==> config.mk <==
export PLATFORM = sky130hd
export DESIGN_NAME = lccor_regs
export DESIGN_NICKNAME = d
export VERILOG_FILES = /design/src/shared/lccor_pkg.sv /design/src/core/lccor_regs.sv
export SDC_FILE = /design/constraint.sdc
export NUM_CORES = 1
export LEC_CHECK = 0
export ABC_CLOCK_PERIOD_IN_PS = 3900
export BUFFER_PORTS_ARGS = -buffer_cell sky130_fd_sc_hd__buf_2
export CAP_MARGIN = 20
export CORE_ASPECT_RATIO = 1.4
export CORE_MARGIN = 8
export CORE_UTILIZATION = 30
export DETAILED_ROUTE_END_ITERATION = 6
export GPL_ROUTABILITY_DRIVEN = 0
export PLACE_DENSITY = 0.58
export SLEW_MARGIN = 5
export SYNTH_ARGS = -nofsm -noshare
export SYNTH_HDL_FRONTEND = slang
export SYNTH_SLANG_ARGS = --single-unit
==> constraint.sdc <==
create_clock -name CLOCK -period 3.9 [get_ports CLOCK]
set_input_delay 0.39 -clock CLOCK [delete_from_list [all_inputs] [get_ports CLOCK]]
set_output_delay 0.39 -clock CLOCK [all_outputs]
set_load 0.05 [all_outputs]
==> src/shared/lccor_pkg.sv <==
// lccor_pkg: register map, field layout, command codes and carrier types
// for the cursor / overlay / drawing-control register group.
// assumes an 8-bit host data path and 16-bit display memory addresses.
package lccor_pkg;

  // register byte addresses
  localparam logic [15:0] ADR_CURSOR_WIDTH   = 16'h8015;
  localparam logic [15:0] ADR_CURSOR_HEIGHT  = 16'h8016;
  localparam logic [15:0] ADR_SHIFT_DIR      = 16'h8017;
  localparam logic [15:0] ADR_LAYER_OVERLAY  = 16'h8018;
  localparam logic [15:0] ADR_GLYPH_BASE_LO  = 16'h8019;
  localparam logic [15:0] ADR_GLYPH_BASE_HI  = 16'h801a;
  localparam logic [15:0] ADR_PIXEL_SCROLL   = 16'h801b;
  localparam logic [15:0] ADR_CURSOR_WR_LO   = 16'h801c;
  localparam logic [15:0] ADR_CURSOR_WR_HI   = 16'h801d;
  localparam logic [15:0] ADR_CURSOR_RD_LO   = 16'h801e;
  localparam logic [15:0] ADR_CURSOR_RD_HI   = 16'h801f;
  localparam logic [15:0] ADR_PIXEL_DEPTH    = 16'h8020;

  localparam logic [7:0]  RST_BYTE           = 8'h00;
  localparam logic [15:0] RST_WORD           = 16'h0000;

  // field positions
  localparam int NIB_MSB        = 3;
  localparam int STYLE_BIT      = 7;
  localparam int THREE_LAYER_B  = 4;
  localparam int BLK3_GFX_B     = 3;
  localparam int BLK1_GFX_B     = 2;
  localparam int MIX_MSB        = 1;
  localparam int SCROLL_MSB     = 2;
  localparam int DIR_MSB        = 1;
  localparam int DEPTH_MSB      = 1;

  // command codes
  localparam logic [7:0] CMD_SHAPE      = 8'h5d;
  localparam logic [7:0] CMD_DIR_RIGHT  = 8'h4c;
  localparam logic [7:0] CMD_DIR_DOWN   = 8'h4f;
  localparam logic [7:0] CMD_LAYER      = 8'h5b;
  localparam logic [7:0] CMD_GLYPH_BASE = 8'h5c;
  localparam logic [7:0] CMD_SCROLL     = 8'h5a;
  localparam logic [7:0] CMD_CUR_WRITE  = 8'h46;
  localparam logic [7:0] CMD_CUR_READ   = 8'h47;
  localparam logic [7:0] CMD_DEPTH      = 8'h60;
  localparam logic [7:0] CMD_MEM_WRITE  = 8'h42;
  localparam logic [7:0] CMD_MEM_READ   = 8'h43;
  localparam logic [5:0] CMD_DIR_PREFIX = 6'h13;

  localparam logic [15:0] ONE_STEP      = 16'h0001;
  localparam logic [1:0]  CURSOR_OFF    = 2'h0;
  localparam logic [1:0]  CURSOR_STEADY = 2'h1;

  typedef enum logic [1:0] {DIR_RIGHT, DIR_LEFT, DIR_UP, DIR_DOWN} lccor_dir_t;
  typedef enum logic [1:0] {MIX_OR, MIX_XOR, MIX_AND, MIX_RSVD} lccor_mix_t;
  typedef enum logic [1:0] {BPP_1, BPP_2, BPP_4, BPP_RSVD} lccor_bpp_t;

  // host strobe carrier
  typedef struct packed {
    logic        cmd_wr;
    logic        par_wr;
    logic        par_rd;
    logic [7:0]  data;
  } lccor_host_t;

  // layer / display state carrier
  typedef struct packed {
    logic        three_layer_select;
    logic        block3_graphics_select;
    logic        block1_graphics_select;
    lccor_mix_t  composition_method;
  } lccor_layer_t;

endpackage

==> src/core/lccor_regs.sv <==
// lccor_regs: cursor shape, shift direction, layer setup, glyph base,
// pixel scroll, cursor address and pixel depth, reached by indirect commands
// or by direct register address; also composes one pixel from three layers.
// assumes host strobes are single-cycle and synchronous to CLOCK.
`timescale 1ns/1ns
// Functional notes
// RQ1: cursor width field is horizontal size in pixels minus one.
// RQ2: host keeps cursor width at most the horizontal character size.
// RQ3: style bit 7 clear gives underscore, set gives block cursor.
// RQ4: host sets block cursor style when graphics mode is used.
// RQ5: height field minus one: underscore line or block height.
// RQ6: host keeps vertical cursor size within vertical character size.
// RQ7: two-bit direction applied after each access; commands 4C-4F set it.
// RQ8: left/right step one address, up/down step the address pitch.
// RQ9: cursor steps in address units even with nine-pixel characters.
// RQ10: overlay bit 4 picks two or three layers.
// RQ11: bit 3 block 3, bit 2 block 1: zero text, one graphics.
// RQ12: screen blocks 2 and 4 are always graphics.
// RQ13: composition: OR, XOR-then-OR, AND-then-OR, code 3 reserved.
// RQ14: third layer unused when first layer is text.
// RQ15: glyph address is base plus code times character height.
// RQ16: whole display shifts by the three-bit pixel scroll.
// RQ17: host keeps pixel scroll zero except at one bit per pixel.
// RQ18: host sets bytes per row one above visible characters for scroll.
// RQ19: memory accesses use cursor address; only write or increment change it.
// RQ20: without a new address, accesses continue from the advanced address.
// RQ21: cursor read returns low byte then high byte.
// RQ22: depth field 00 one, 01 two, 10 four bits per pixel.
// RQ23: memory write enables a disabled cursor; both accesses advance it.
module lccor_regs
  import lccor_pkg::*;
#(
  parameter int AW = 16
)(
  input  wire logic          CLOCK,
  input  wire logic          RST_N,
  input  wire logic          CLK_EN,
  input  wire lccor_host_t   HOST,
  input  wire logic          DIRECT_WR,
  input  wire logic          DIRECT_RD,
  input  wire logic [15:0]   DIRECT_ADDR,
  input  wire logic [AW-1:0] ADDR_PITCH,
  input  wire logic [7:0]    GLYPH_CODE,
  input  wire logic [3:0]    CHAR_HEIGHT,
  input  wire logic          PIX_L1,
  input  wire logic          PIX_L2,
  input  wire logic          PIX_L3,
  output logic [7:0]         RD_DATA,
  output logic               RD_VALID,
  output logic [AW-1:0]      MEM_ADDR,
  output logic               MEM_WR,
  output logic               MEM_RD,
  output logic [7:0]         MEM_WDATA,
  output logic [3:0]         CURSOR_WIDTH,
  output logic [3:0]         CURSOR_HEIGHT,
  output logic               CURSOR_BLOCK,
  output logic               CURSOR_ENABLED,
  output lccor_layer_t       LAYER,
  output logic               LAYER3_USED,
  output logic               PIX_OUT,
  output logic [2:0]         PIXEL_SCROLL,
  output lccor_bpp_t         PIXEL_DEPTH,
  output logic [15:0]        GLYPH_ADDR
);

  typedef enum {S_IDLE, S_SHAPE, S_LAYER, S_GLYPH, S_SCROLL, S_CURW, S_CURR,
                S_DEPTH, S_MEMORY_WRITE_COMMAND, S_MEMORY_READ_COMMAND} lccor_state_t;

  lccor_state_t   state_q;
  logic [1:0]     pidx_q;
  logic [7:0]     cw_q, ch_q, ov_q, gl_q, gh_q, hs_q, bpp_q;
  lccor_dir_t     dir_q;
  logic [AW-1:0]  cur_q;
  logic [AW-1:0]  cur_d;
  logic           step;

  // next cursor after one access, in address units even for 9-wide chars
  function automatic logic [AW-1:0] advance(input logic [AW-1:0] a,
                                            input lccor_dir_t d,
                                            input logic [AW-1:0] p);
    unique case (d)
      DIR_RIGHT: advance = a + AW'(ONE_STEP); // see RQ8 see RQ9
      DIR_LEFT:  advance = a - AW'(ONE_STEP);
      DIR_UP:    advance = a - p;
      DIR_DOWN:  advance = a + p;
    endcase
  endfunction

  // direct-address write hit
  function automatic logic hit(input logic [15:0] a, input logic [15:0] r);
    hit = DIRECT_WR && (a == r);
  endfunction

  // a memory access in either mode advances the cursor
  assign step  = (state_q inside {S_MEMORY_WRITE_COMMAND, S_MEMORY_READ_COMMAND}) && (HOST.par_wr || HOST.par_rd);
  assign cur_d = advance(cur_q, dir_q, ADDR_PITCH); // see RQ7 see RQ20

  // command decoder and parameter sequencing
  always_ff @(posedge CLOCK or negedge RST_N)
  begin
    if (!RST_N)
    begin
      state_q <= S_IDLE;
      pidx_q  <= 2'h0;
    end
    else if (CLK_EN)
    begin
      if (HOST.cmd_wr)
      begin
        pidx_q <= 2'h0;
        unique case (HOST.data)
          CMD_SHAPE:      state_q <= S_SHAPE;
          CMD_LAYER:      state_q <= S_LAYER;
          CMD_GLYPH_BASE: state_q <= S_GLYPH;
          CMD_SCROLL:     state_q <= S_SCROLL;
          CMD_CUR_WRITE:  state_q <= S_CURW;
          CMD_CUR_READ:   state_q <= S_CURR;
          CMD_DEPTH:      state_q <= S_DEPTH;
          CMD_MEM_WRITE:  state_q <= S_MEMORY_WRITE_COMMAND;
          CMD_MEM_READ:   state_q <= S_MEMORY_READ_COMMAND;
          default:        state_q <= S_IDLE;
        endcase
      end
      else if (HOST.par_wr || HOST.par_rd)
        pidx_q <= pidx_q + 2'h1;
    end
  end

  // parameter and direct writes into the register bank
  always_ff @(posedge CLOCK or negedge RST_N)
  begin
    if (!RST_N)
    begin
      cw_q <= RST_BYTE; ch_q <= RST_BYTE; ov_q <= RST_BYTE; gl_q <= RST_BYTE;
      gh_q <= RST_BYTE; hs_q <= RST_BYTE; bpp_q <= RST_BYTE; dir_q <= DIR_RIGHT;
    end
    else if (CLK_EN)
    begin
      // direction carried in the command byte itself
      if (HOST.cmd_wr && HOST.data[7:2] == CMD_DIR_PREFIX)
        dir_q <= lccor_dir_t'(HOST.data[DIR_MSB:0]); // see RQ7
      if (hit(DIRECT_ADDR, ADR_SHIFT_DIR))
        dir_q <= lccor_dir_t'(HOST.data[DIR_MSB:0]);
      if ((HOST.par_wr && state_q == S_SHAPE && pidx_q == 2'h0)
          || hit(DIRECT_ADDR, ADR_CURSOR_WIDTH))
        cw_q <= {4'h0, HOST.data[NIB_MSB:0]}; // see RQ1
      if ((HOST.par_wr && state_q == S_SHAPE && pidx_q == 2'h1)
          || hit(DIRECT_ADDR, ADR_CURSOR_HEIGHT))
        ch_q <= {HOST.data[STYLE_BIT], 3'h0, HOST.data[NIB_MSB:0]}; // see RQ3 see RQ5
      if ((HOST.par_wr && state_q == S_LAYER) || hit(DIRECT_ADDR, ADR_LAYER_OVERLAY))
        ov_q <= {3'h0, HOST.data[THREE_LAYER_B:0]}; // see RQ10 see RQ11
      if ((HOST.par_wr && state_q == S_GLYPH && pidx_q == 2'h0)
          || hit(DIRECT_ADDR, ADR_GLYPH_BASE_LO))
        gl_q <= HOST.data;
      if ((HOST.par_wr && state_q == S_GLYPH && pidx_q == 2'h1)
          || hit(DIRECT_ADDR, ADR_GLYPH_BASE_HI))
        gh_q <= HOST.data;
      if ((HOST.par_wr && state_q == S_SCROLL) || hit(DIRECT_ADDR, ADR_PIXEL_SCROLL))
        hs_q <= {5'h0, HOST.data[SCROLL_MSB:0]}; // see RQ16
      if ((HOST.par_wr && state_q == S_DEPTH) || hit(DIRECT_ADDR, ADR_PIXEL_DEPTH))
        bpp_q <= {6'h0, HOST.data[DEPTH_MSB:0]}; // see RQ22
    end
  end

  // cursor address: only a cursor write or an access moves it
  always_ff @(posedge CLOCK or negedge RST_N)
  begin
    if (!RST_N)
      cur_q <= AW'(RST_WORD);
    else if (CLK_EN)
    begin
      if ((HOST.par_wr && state_q == S_CURW && pidx_q == 2'h0)
          || hit(DIRECT_ADDR, ADR_CURSOR_WR_LO))
        cur_q[7:0] <= HOST.data; // see RQ19
      else if ((HOST.par_wr && state_q == S_CURW && pidx_q == 2'h1)
               || hit(DIRECT_ADDR, ADR_CURSOR_WR_HI))
        cur_q[AW-1:8] <= HOST.data[AW-9:0];
      else if (step)
        cur_q <= cur_d; // see RQ8 see RQ20
    end
  end

  // memory strobes use the cursor as the access address
  always_ff @(posedge CLOCK or negedge RST_N)
  begin
    if (!RST_N)
    begin
      MEM_ADDR <= '0; MEM_WR <= 1'b0; MEM_RD <= 1'b0; MEM_WDATA <= RST_BYTE;
      CURSOR_ENABLED <= 1'b0;
    end
    else if (CLK_EN)
    begin
      MEM_WR    <= HOST.par_wr && state_q == S_MEMORY_WRITE_COMMAND;
      MEM_RD    <= HOST.par_rd && state_q == S_MEMORY_READ_COMMAND;
      MEM_ADDR  <= cur_q; // see RQ19
      MEM_WDATA <= HOST.data;
      // only a write wakes a disabled cursor; a read never does
      if (HOST.par_wr && state_q == S_MEMORY_WRITE_COMMAND)
        CURSOR_ENABLED <= 1'b1; // see RQ23
    end
  end

  // read answers: cursor low then high, or direct register readback
  always_ff @(posedge CLOCK or negedge RST_N)
  begin
    if (!RST_N)
    begin
      RD_DATA  <= RST_BYTE;
      RD_VALID <= 1'b0;
    end
    else if (CLK_EN)
    begin
      RD_VALID <= (HOST.par_rd && state_q == S_CURR) || DIRECT_RD;
      if (HOST.par_rd && state_q == S_CURR)
        RD_DATA <= (pidx_q == 2'h0) ? cur_q[7:0] : 8'(cur_q[AW-1:8]); // see RQ21
      else if (DIRECT_RD)
        unique case (DIRECT_ADDR)
          ADR_CURSOR_WIDTH:  RD_DATA <= cw_q;
          ADR_CURSOR_HEIGHT: RD_DATA <= ch_q;
          ADR_SHIFT_DIR:     RD_DATA <= {6'h0, dir_q};
          ADR_LAYER_OVERLAY: RD_DATA <= ov_q;
          ADR_GLYPH_BASE_LO: RD_DATA <= gl_q;
          ADR_GLYPH_BASE_HI: RD_DATA <= gh_q;
          ADR_PIXEL_SCROLL:  RD_DATA <= hs_q;
          ADR_CURSOR_WR_LO,
          ADR_CURSOR_RD_LO:  RD_DATA <= cur_q[7:0];
          ADR_CURSOR_WR_HI,
          ADR_CURSOR_RD_HI:  RD_DATA <= 8'(cur_q[AW-1:8]);
          ADR_PIXEL_DEPTH:   RD_DATA <= bpp_q;
          default:           RD_DATA <= RST_BYTE;
        endcase
    end
  end

  // display-side decode of the stored fields
  always_ff @(posedge CLOCK or negedge RST_N)
  begin
    if (!RST_N)
    begin
      CURSOR_WIDTH <= 4'h0; CURSOR_HEIGHT <= 4'h0; CURSOR_BLOCK <= 1'b0;
      LAYER <= '0; LAYER3_USED <= 1'b0; PIXEL_SCROLL <= 3'h0;
      PIXEL_DEPTH <= BPP_1; GLYPH_ADDR <= RST_WORD; PIX_OUT <= 1'b0;
    end
    else if (CLK_EN)
    begin
      CURSOR_WIDTH  <= cw_q[NIB_MSB:0];
      CURSOR_HEIGHT <= ch_q[NIB_MSB:0];
      CURSOR_BLOCK  <= ch_q[STYLE_BIT]; // see RQ3
      LAYER <= '{ov_q[THREE_LAYER_B], ov_q[BLK3_GFX_B], ov_q[BLK1_GFX_B],
                  lccor_mix_t'(ov_q[MIX_MSB:0])};
      // third layer needs three-layer mode and a graphics first layer
      LAYER3_USED  <= ov_q[THREE_LAYER_B] && ov_q[BLK1_GFX_B]; // see RQ10 see RQ14
      PIXEL_SCROLL <= hs_q[SCROLL_MSB:0]; // see RQ16
      PIXEL_DEPTH  <= lccor_bpp_t'(bpp_q[DEPTH_MSB:0]); // see RQ22
      GLYPH_ADDR   <= {gh_q, gl_q} + 16'(GLYPH_CODE * CHAR_HEIGHT); // see RQ15
      // second layer is graphics only, so it is never text-gated
      unique case (lccor_mix_t'(ov_q[MIX_MSB:0])) // see RQ12 see RQ13
        MIX_OR:  PIX_OUT <= PIX_L1 | PIX_L2 | (PIX_L3 & LAYER3_USED);
        MIX_XOR: PIX_OUT <= (PIX_L1 ^ PIX_L2) | (PIX_L3 & LAYER3_USED);
        MIX_AND: PIX_OUT <= (PIX_L1 & PIX_L2) | (PIX_L3 & LAYER3_USED);
        MIX_RSVD: PIX_OUT <= 1'b0;
      endcase
    end
  end

  // assertions
  a_write_enables_cur: assert property (@(posedge CLOCK) disable iff (!RST_N) // see RQ23
    CLK_EN && HOST.par_wr && state_q == S_MEMORY_WRITE_COMMAND |=> CURSOR_ENABLED)
    else $error("memory write did not enable cursor");
  a_access_steps_cur: assert property (@(posedge CLOCK) disable iff (!RST_N) // see RQ8
    CLK_EN && step && !DIRECT_WR |=> cur_q == $past(cur_d))
    else $error("cursor did not advance after access");
  a_cursor_holds: assert property (@(posedge CLOCK) disable iff (!RST_N) // see RQ19
    CLK_EN && !step && !HOST.par_wr && !DIRECT_WR |=> $stable(cur_q))
    else $error("cursor moved without cause");
  a_read_low_first: assert property (@(posedge CLOCK) disable iff (!RST_N) // see RQ21
    CLK_EN && HOST.par_rd && state_q == S_CURR && pidx_q == 2'h0
    |=> RD_VALID && RD_DATA == $past(cur_q[7:0]))
    else $error("cursor low byte not returned first");
  a_dir_command: assert property (@(posedge CLOCK) disable iff (!RST_N) // see RQ7
    CLK_EN && HOST.cmd_wr && !DIRECT_WR && HOST.data >= CMD_DIR_RIGHT
    && HOST.data <= CMD_DIR_DOWN |=> dir_q == lccor_dir_t'($past(HOST.data[1:0])))
    else $error("direction command not applied");
  a_style_out: assert property (@(posedge CLOCK) disable iff (!RST_N) // see RQ3
    CLK_EN |=> CURSOR_BLOCK == $past(ch_q[STYLE_BIT]))
    else $error("cursor style not decoded");
  a_text_no_l3: assert property (@(posedge CLOCK) disable iff (!RST_N) // see RQ14
    CLK_EN && !ov_q[BLK1_GFX_B] |=> !LAYER3_USED)
    else $error("third layer used with text first layer");
  a_glyph_addr: assert property (@(posedge CLOCK) disable iff (!RST_N) // see RQ15
    CLK_EN |=> GLYPH_ADDR == $past({gh_q, gl_q} + 16'(GLYPH_CODE * CHAR_HEIGHT)))
    else $error("glyph address wrong");
  a_rsvd_mix_dark: assert property (@(posedge CLOCK) disable iff (!RST_N) // see RQ13
    CLK_EN && ov_q[MIX_MSB:0] == MIX_RSVD |=> !PIX_OUT)
    else $error("reserved composition did not give a dark pixel");
  // a low enable must freeze the cursor, MEM_WR and RD_VALID alike
  a_enable_freeze: assert property (@(posedge CLOCK) disable iff (!RST_N) // see RQ19
    !CLK_EN |=> $stable(cur_q) && $stable(MEM_WR) && $stable(RD_VALID))
    else $error("state moved while clock enable was low");
  // covers: one per main scenario
  c_mem_write: cover property (@(posedge CLOCK) MEM_WR);
  c_cursor_read: cover property (@(posedge CLOCK) RD_VALID && state_q == S_CURR);
  c_move_up: cover property (@(posedge CLOCK) step && dir_q == DIR_UP);
  c_three_layer: cover property (@(posedge CLOCK) LAYER3_USED && PIX_L3);

endmodule // lccor_regs

==> reports/metrics.sh, run 1 <==
WL_MET3_UM=1200
NUMBER_OF_CLOCK_SINKS=132
CTS_TREE='done'
ROOT_BUFFER='sky130_fd_sc_hd__clkbuf_16'
NUMBER_OF_ENABLE_TYPE_REGISTER_CELLS_IN_THE_SYNTHESIZED_NETLIST=0
SWITCHING_SHARE=0.350
CLK_LATENCY_NS=0.43
SYNTH_FP_NETS=1055
INTERNAL_POWER_uW=3030
R2R.WORST_PATH.CELLS=9
SEQUENTIAL_SHARE_OF_THE_SYNTHESIZED_AREA=0.360
CLOCK_TREE.BUFFER_DEPTH=2
P_PER_AREA_nW_PER_UM2=424
AREA_GROWTH_SYN_TO_LAYOUT_PCT=20.2
SYN_AREA_PER_CELL_UM2=9.91
PART_OF_THE_TOTAL_POWER_DISSIPATED_IN_SEQUENTIAL_ELEMENTS=0.338
FINAL_NET_COUNT=1201
LIBRARY_CELL_WITH_THE_LARGEST_SUMMED_AREA_AFTER_SYNTHESIS='sky130_fd_sc_hd__dfrtp_1'
TIMING.CRITICAL_PATH.REQUIRED_NS=4.21
POSTSYNTHCELLCOUNT=925
SYNTH_LARGEST_TYPE_AREA_FRACTION=0.360
PATH_MAX_FANOUT=7
INITIAL_UTILIZATION=0.305
CTS-BUFFERS-INSERTED=17
MAXCAPVIOLCOUNT=0
ROUTED_WL_UM=28100
MAX_INCR_DELAY_ON_CP_NS=0.52
FIN_HOLD_WS_NS=-0.0314
MAX_TRANSITION_VIOLS_FINAL=0
CRIT_PATH_END_KIND='flop'
SLEW_OF_THE_PIN_WITH_THE_LOWEST_SLEW_MARGIN_NS=0.974
GR-USAGE-ALL-LAYERS=0.156
SHARE_COMB_OF_TOTAL_POWER=0.307
GRT_MAX_DEGREE=73
VIAS_PER_CELL=5.17
CRIT_TOP_CELL='sky130_fd_sc_hd__fa_1'
WL_MET2_UM=15100
ROUTEDWLPERCELL_UM=19.2
NETLIST_AREA_UM2=9170
FINAL_CELL_COUNT_NO_FILL=1469
FLIP_FLOP_CELL_WITH_THE_HIGHEST_COUNT_AFTER_SYNTHESIS='sky130_fd_sc_hd__dfrtp_1'
ASYNC_RESET_FF_FRAC=1.00
SYNTH_SEQ_CELLS=132
SYNTH-WARNING-COUNT=0
HTREE_NUM_LEVELS=4
CLKPWRFRAC=0.355
PERIOD_SHARE=0.920
CP_DATA_ARRIVAL_TIME_NS=3.90
LAYOUT-DRIVE-GT1-SHARE=0.277
HOLD_CLASS='input pin to async pin'
HIGHEST_LAYER='met4'
SETUP_REPAIR_AFTER_GLOBAL_ROUTING_MISSED_ITS_MARGIN='false'
DIEWIDTH_UM=164
CRITICAL_PATH_CLASS='input pin to flop'
SYNTH_AREA_LEADERS='sky130_fd_sc_hd__dfrtp_1 36%, sky130_fd_sc_hd__mux2_2 8.5%, sky130_fd_sc_hd__ha_1 6.1%, sky130_fd_sc_hd__fa_1 4.8%, sky130_fd_sc_hd__inv_1 3.0%'
N_DIODES=0
TIMING.CRITICAL_PATH.SLOWEST_STAGE_CELL='sky130_fd_sc_hd__fa_1'
FP.DIEAREA_UM2=36500
FINAL-SETUP-VIOL-COUNT=0
PEAKVDDDROP_mV=0.304
SWITCHING_POWER_SUMMED_OVER_ALL_NETS_uW=1640
GLOBALROUTEOVERFLOWTOTAL=0
MAX-SLEW-MARGIN-REL=0.350
PLACEMENTROWS=75
CLOCK_SKEW_NS=0.00588
STATUS='finished with violations'
DIE_HEIGHT_UM=223
FAILING_CHECKS='hold timing'
VIA_COUNT_OF_THE_FIRST_GLOBAL_ROUTING_PASS=7789
TIMING.FINAL.CRIT_PERIOD_NS=3.59
GRT_FIRST_PASS_WIRELENGTH_UM=44100
WORST_PATH_CELL_TRACE='buf_2 > buf_4 > nand2_1 > fa_1 > fa_1 > fa_1 > inv_1 > ha_1 > a211oi_1 > buf_4 > o21ai_0 > o211ai_1 > a31oi_1 > xnor2_1 > mux2_2'
ANTENNA_LEFT=0
VIAS=7588
DPL.HPWL_UM=21700
CRITICAL_PATH.STARTPOINT_TYPE='input pin'
GRT_ANTENNA_BEFORE_REPAIR=0
PATH_CLK_SLEW_NS=0.06
DETAIL_ROUTE.ITER0.VIOLATIONS=454
PIN_COUNT=136
PLACEMENT.IO_BUFFERS=135
STATIC-LEAKAGE-POWER_uW=0.00529
NUMBER_OF_PLACED_CELLS_COUNTING_WELL_TAPS=1436
FIN_HOLD_VIOLS=18
DETAILEDROUTE.FIRSTPASSITERATIONCOUNT=5
PLACEABLECOREAREA_UM2=30000
MAX_CLOCK_FREQ_MHz=279
DRC_VIOLATION_COUNT_AFTER_ROUTING=0
SYNTH.DISTINCT_CELLS=85
MET1WIRELENGTH_UM=10900
==> worst max-delay path: cells and delay by family <==
kind / cells / cell delay (ns)
fa+ha+maj: 4 / 1.87
mux: 1 / 0.25
buf+inv: 4 / 0.44
xor+xnor: 1 / 0.14
compound gates: 4 / 0.74
simple gates: 1 / 0.07
==> layout make-up <==
type / count / area, um^2
Timing Repair Buffer: 168 / 945
Tap cell: 385 / 482
Sequential cell: 132 / 3300
Multi-Input combinational cell: 678 / 5400
Clock buffer: 17 / 425
Clock inverter: 15 / 183
Inverter: 74 / 278
Fill cell: 3078 / 19000
==> synth_stat cells (8+ instances only) <==
cell and count:
sky130_fd_sc_hd__o21ai_1 28, sky130_fd_sc_hd__nand2b_1 12, sky130_fd_sc_hd__mux2_1 8, sky130_fd_sc_hd__nand3_1 18, sky130_fd_sc_hd__nor2_1 33, sky130_fd_sc_hd__nor3_1 11
sky130_fd_sc_hd__fa_1 22, sky130_fd_sc_hd__and3_1 8, sky130_fd_sc_hd__nand2_1 66, sky130_fd_sc_hd__ha_1 45, sky130_fd_sc_hd__mux2_2 69, sky130_fd_sc_hd__clkbuf_1 24
sky130_fd_sc_hd__a21o_1 12, sky130_fd_sc_hd__nor2b_1 13, sky130_fd_sc_hd__a211oi_1 8, sky130_fd_sc_hd__a21oi_1 37, sky130_fd_sc_hd__inv_1 74, sky130_fd_sc_hd__nor4_1 8
sky130_fd_sc_hd__o21ai_0 45, sky130_fd_sc_hd__a31oi_1 8, sky130_fd_sc_hd__and2_1 33, sky130_fd_sc_hd__mux2i_1 20, sky130_fd_sc_hd__xnor2_1 23, sky130_fd_sc_hd__dfrtp_1 132
sky130_fd_sc_hd__o211ai_1 10
==> cells in the final DEF, fill, tap and decap left out, types with 10 or more instances in the layout <==
cell type	count
sky130_fd_sc_hd__buf_2	133
sky130_fd_sc_hd__dfrtp_1	132
sky130_fd_sc_hd__inv_1	74
sky130_fd_sc_hd__mux2_2	69
sky130_fd_sc_hd__nand2_1	66
sky130_fd_sc_hd__ha_1	45
sky130_fd_sc_hd__o21ai_0	44
sky130_fd_sc_hd__a21oi_1	37
sky130_fd_sc_hd__and2_1	33
sky130_fd_sc_hd__nor2_1	33
sky130_fd_sc_hd__buf_4	33
sky130_fd_sc_hd__o21ai_1	29
sky130_fd_sc_hd__xnor2_1	23
sky130_fd_sc_hd__fa_1	22
sky130_fd_sc_hd__mux2i_1	20
sky130_fd_sc_hd__nand3_1	18
sky130_fd_sc_hd__clkbuf_16	17
sky130_fd_sc_hd__nor2b_1	13
sky130_fd_sc_hd__nand2b_1	12
sky130_fd_sc_hd__a21o_1	12
sky130_fd_sc_hd__nor3_1	10
sky130_fd_sc_hd__o211ai_1	10
==> metal layers <==
| layer | global-route usage | vias up |
|---|---|---|
| li1 | - | 3632 |
| met5 | 0 | - |
| met4 | 0.0700 | 0 |
| met2 | 0.286 | 178 |
| met1 | 0.170 | 3721 |
| met3 | 0.0292 | 57 |
==> worst paths after layout <==
check	end	slack [ns]	from
worst max-delay path	GLYPH_ADDR[13]	0.31	CHAR_HEIGHT[3]
worst min-delay path	MEM_WDATA[2]	-0.03	RST_N
worst max register to register	cur_q[15]	0.77	dir_q[1]
worst min register to register	CURSOR_ENABLED	0.46	CURSOR_ENABLED
max in group asynchronous	GLYPH_ADDR[8]	3.14	RST_N
min in group CLOCK	pidx_q[1]	0.20	HOST[10]
==> timing repair <==
action | CTS | global route
hold buffers | 0 | 0
setup endpoints to repair | 0 | 1
setup buffers | 0 | 0
gates resized for setup | 0 | 1
==> cells by family (layout without fill, tap and decap cells) <==
family | Yosys count | count (layout) | share of synthesized area
and+or+nand+nor | 253 | 253 | 0.157
AOI/OAI and AO/OA | 230 | 230 | 0.172
DFF | 132 | 132 | 0.360
buffers and inverters | 115 | 274 | 0.0509
muxes | 103 | 103 | 0.126
adders and majority gates | 67 | 67 | 0.109
xor gates and xnor gates | 25 | 25 | 0.0239
==> flip-flops by register name (all words and copies together), names as in the netlist, 2 cells and up <==
signal         flops
ov_q               5
ch_q               5
MEM_WDATA          8
state_q            4
gl_q               8
PIXEL_SCROLL       3
GLYPH_ADDR        16
CURSOR_WIDTH       4
dir_q              2
cur_q             16
hs_q               3
RD_DATA            8
pidx_q             2
LAYER              5
bpp_q              2
MEM_ADDR          16
CURSOR_HEIGHT      4
PIXEL_DEPTH        2
cw_q               4
gh_q               8
==> power by group through the flow <==
stage                     Sequential (uW)  Combinational (uW)  Clock (uW)
after floorplan                      1890                 680           0
after global placement               1600                1430           0
after detailed placement             1600                1450           0
after CTS                            1580                1450        1700
after global routing                 1600                1580        1750
final                                1580                1430        1660
==> through the flow <==
stage	instance area (um^2)	TNS (ns)	worst slack, ns	util	total power, uW
floorplan	9170	0	0.0759	-	2570
global placement	10400	-0.645	-0.173	0.346	3030
detailed placement	10400	-0.965	-0.190	0.346	3050
CTS	11000	0	0.245	0.367	4730
global route	11000	0	0.104	0.367	4920
finish	11000	0	0.311	0.367	4670
Power figures use the tool's default switching activity.
==> run 2, diff against run 1 <==
--- a/config.mk
+++ b/config.mk
@@ -11,6 +11,7 @@
 export CORE_ASPECT_RATIO = 1.4
 export CORE_MARGIN = 8
 export CORE_UTILIZATION = 30
+export CTS_BUF_LIST = sky130_fd_sc_hd__clkbuf_8
 export DETAILED_ROUTE_END_ITERATION = 6
 export GPL_ROUTABILITY_DRIVEN = 0
 export PLACE_DENSITY = 0.58
==> run 2 against run 1 <==
Net effect: the flow now finishes without violations; critical endpoint is now GLYPH_ADDR[12]; worst setup slack worse by 0.038 ns; utilization is 0.60 points lower; clock power fell by 27%; critical path depth down 1; combinational power about the same; sequential power is essentially flat; register-to-register slack hardly changed; flip-flop and latch count did not move; via count fell by 0.28%.
==> reports/metrics.sh, run 2 (same netlist as run 1, synthesis figures left out) <==
FINAL_CELL_COUNT_NO_FILL=1470  # was 1,469
POST_ROUTE_UTILIZATION=0.361  # was 0.367
PLACEMENTROWS=75  # unchanged
DETAILEDROUTE.FIRSTPASSITERATIONCOUNT=4  # was 5
FIN_HOLD_WS_NS=0.177  # was -0.0314 ns
HOLD_DEPTH=2
P_PER_AREA_nW_PER_UM2=390  # was 424 nW/um^2
SETUP_REPAIR_AFTER_GLOBAL_ROUTING_MISSED_ITS_MARGIN='false'  # unchanged
ROUTED_WL_UM=28100  # about the same
DIEWIDTH_UM=164  # unchanged
DIE_HEIGHT_UM=223  # unchanged
GLOBALROUTEOVERFLOWTOTAL=0  # unchanged
TIMING.CRITICAL_PATH.REQUIRED_NS=4.24  # was 4.21 ns
NUMBER_OF_PLACED_CELLS_COUNTING_WELL_TAPS=1436  # unchanged
FILLCELLCOUNT=3095  # was 3,078
FIN_HOLD_VIOLS=0  # was 18
WORST_PATH_DOMINANT_CELL_FAMILY='adder cells'  # unchanged
PEAKVDDDROP_mV=0.166  # was 0.304 mV
RRSETUPSLACK_NS=0.77  # about the same
DPL.HPWL_UM=21700  # unchanged
PATH_MAX_FANOUT=7  # unchanged
CP_DATA_ARRIVAL_TIME_NS=3.96  # was 3.90 ns
WORST_R2R_ENDPOINT='cur_q[15]'  # unchanged
HTREE_NUM_LEVELS=4  # unchanged
LAYOUT-DRIVE-GT1-SHARE=0.276  # was 0.277
ROOT_BUFFER='sky130_fd_sc_hd__clkbuf_8'  # was sky130_fd_sc_hd__clkbuf_16
PLACEMENT.IO_BUFFERS=135  # unchanged
GR-USAGE-ALL-LAYERS=0.155  # was 0.156
INITIAL_UTILIZATION=0.305  # unchanged
TOTALNEGATIVESETUPSLACK_NS=0  # unchanged
VIA_COUNT_OF_THE_FIRST_GLOBAL_ROUTING_PASS=7789  # unchanged
PATH_CLK_SLEW_NS=0.08  # was 0.06 ns
LAYOUT.CELLS.MOST_COMMON='sky130_fd_sc_hd__buf_2'  # unchanged
DETAILED_PLACE.AREA_UM2=10400  # unchanged
VIAS=7567  # was 7,588
REG_TOP3='GLYPH_ADDR (16), MEM_ADDR (16), cur_q (16)'  # unchanged
DETAIL_ROUTE.ITER0.VIOLATIONS=464  # was 454
SEQ_AREA_UM2=3300  # unchanged
VIAS_PER_CELL=5.15  # was 5.17
AREA_GROWTH_SYN_TO_LAYOUT_PCT=18.2  # was 20.2%
PIN_COUNT=136  # unchanged
TIMING.FINAL.CRIT_PERIOD_NS=3.63  # was 3.59 ns
TIMING.CRITICAL_PATH.BUF_INV=4  # unchanged
CTS-BUFFERS-INSERTED=17  # unchanged
GRT_MAX_DEGREE=73  # unchanged
MAX_CLOCK_FREQ_MHz=276  # was 279 MHz
WORST_PATH_CELL_TRACE='buf_2 > buf_4 > and2_1 > fa_1 > fa_1 > inv_1 > fa_1 > inv_1 > ha_1 > o21ai_0 > nor4bb_1 > o21ai_0 > xnor2_1 > mux2_2'  # was buf_2 > buf_4 > nand2_1 > fa_1 > fa_1 > fa_1 > inv_1 > ha_1 > a211oi_1 > buf_4 > o21ai_0 > o211ai_1 > a31oi_1 > xnor2_1 > mux2_2
CLK_LATENCY_NS=0.45  # was 0.43 ns
FINAL_NET_COUNT=1202  # was 1,201
STATUS='finished clean'  # was finished with violations
MULTIINPUTGATEAREA_UM2=5400  # unchanged
ANTENNA_LEFT=0  # unchanged
NUMBER_OF_CLOCK_SINKS=132  # unchanged
CRITICAL_PATH_CLASS='input pin to flop'  # unchanged
MOST-COMMON-LAYOUT-CELLS='133 x sky130_fd_sc_hd__buf_2, 132 x sky130_fd_sc_hd__dfrtp_1, 74 x sky130_fd_sc_hd__inv_1'  # unchanged
MAXCAPVIOLCOUNT=0  # unchanged
MAX_TRANSITION_VIOLS_FINAL=0  # unchanged
PERIOD_SHARE=0.930  # was 0.920
DESIGN_AREA_UM2=10800  # was 11,000 um^2
PLACEABLECOREAREA_UM2=30000  # unchanged
RR_STARTPOINT='dir_q[1]'  # unchanged
MAX_INCR_DELAY_ON_CP_NS=0.50  # was 0.52 ns
CRITICAL_PATH.STARTPOINT_TYPE='input pin'  # unchanged
GRT_ANTENNA_BEFORE_REPAIR=0  # unchanged
CLOCK_SKEW_NS=0.00765  # was 0.00588 ns
CLOCK_TREE.BUFFER_DEPTH=2  # unchanged
CTS_TREE='done'  # unchanged
ROUTEDWLPERCELL_UM=19.1  # was 19.2 um
POST_CTS.RESIZED_INSTANCES=0  # unchanged
GRT_FIRST_PASS_WIRELENGTH_UM=44000  # was 44,100 um
DRC_VIOLATION_COUNT_AFTER_ROUTING=0  # unchanged
HOLD_PATH_STARTPOINT='HOST[10]'
N_DIODES=0  # unchanged
STATIC-LEAKAGE-POWER_uW=0.00520  # was 0.00529 uW
R2R.WORST_PATH.CELLS=9  # unchanged
CRIT_TOP_CELL='sky130_fd_sc_hd__fa_1'  # unchanged
FINAL-SETUP-VIOL-COUNT=0  # unchanged
HOLD_CLASS='input pin to flop'  # was input pin to async pin
MIN_TO='pidx_q[1]'
TIMING.CRITICAL_PATH.SLOWEST_STAGE_CELL='sky130_fd_sc_hd__fa_1'  # unchanged
MAX-SLEW-MARGIN-REL=0.344  # was 0.350
SLEW_OF_THE_PIN_WITH_THE_LOWEST_SLEW_MARGIN_NS=0.984  # was 0.974 ns
CRIT_PATH_END_KIND='flop'  # unchanged
FP.DIEAREA_UM2=36500  # unchanged
run 2: cell types whose count changed in the layout (fill, tap and decap cells not counted), sizes merged:
cell         change
dlygate4sd3      +1
run 2: per-layer routing:
| layer | up-vias | GRT usage | wire length [um] | part of all wire |
|---|---|---|---|---|
| met4 | 0 | 0.0670 | 916 | 0.033 |
| li1 | 3633 | - | - | - |
| met3 | 49 | 0.0281 | 1300 | 0.046 |
| met2 | 189 | 0.285 | 15200 | 0.54 |
| met1 | 3696 | 0.170 | 10700 | 0.38 |
| met5 | - | 0 | 0 | 0 |
run 2: layout make-up:
class | instances | share of cell area
clock buffers | 17 | 0.0216
multi-input cells | 678 | 0.498
repair buffers | 169 | 0.0881
flip-flops and latches | 132 | 0.305
well taps | 385 | 0.0445
clock inverters | 15 | 0.0169
inverters | 74 | 0.0256
run 2: metrics by stage:
| step | worst slack [ns] | total power, uW |
|---|---|---|
| after floorplan | 0.0759 | 2570 |
| after global placement | -0.173 | 3030 |
| after detailed placement | -0.190 | 3050 |
| after CTS | 0.285 | 4290 |
| after global routing | 0.0108 | 4490 |
| final | 0.272 | 4230 |
run 2: repair_timing:
item	CTS	global route
setup buffers	0	0
hold buffers	1	0
hold endpoints to repair	70	0
run 2: worst max-delay path by stage:
stage                   start  depth (start not counted)             end  slack [ns]
2_1_floorplan   ADDR_PITCH[0]                         15       cur_q[15]        0.08
3_3_place_gp   CHAR_HEIGHT[1]                         14  GLYPH_ADDR[12]       -0.17
3_5_place_dp    GLYPH_CODE[3]                         14  GLYPH_ADDR[13]       -0.19
4_1_cts         GLYPH_CODE[3]                         14  GLYPH_ADDR[13]        0.28
5_1_grt         GLYPH_CODE[3]                         13  GLYPH_ADDR[11]        0.01
6_report       CHAR_HEIGHT[1]                         14  GLYPH_ADDR[12]        0.27
run 2: where the power goes:
part           internal [uW]  leakage, uW  switching, uW  total (uW)
sequential              1490      0.00175           90.3        1580
combinational            534      0.00325            897        1430
clock                    637     0.000204            587        1220
total                   2660      0.00520           1570        4230
run 2: worst reg2reg max path, cell delays in order (launching register included):
cell and delay (ns):
sky130_fd_sc_hd__dfrtp_1 0.52, sky130_fd_sc_hd__inv_1 0.45, sky130_fd_sc_hd__o21ai_0 0.20, sky130_fd_sc_hd__ha_1 0.42, sky130_fd_sc_hd__and4_1 0.24, sky130_fd_sc_hd__or3b_2 0.47
sky130_fd_sc_hd__or2_2 0.29, sky130_fd_sc_hd__a31oi_1 0.17, sky130_fd_sc_hd__xnor2_1 0.15, sky130_fd_sc_hd__o211ai_1 0.11
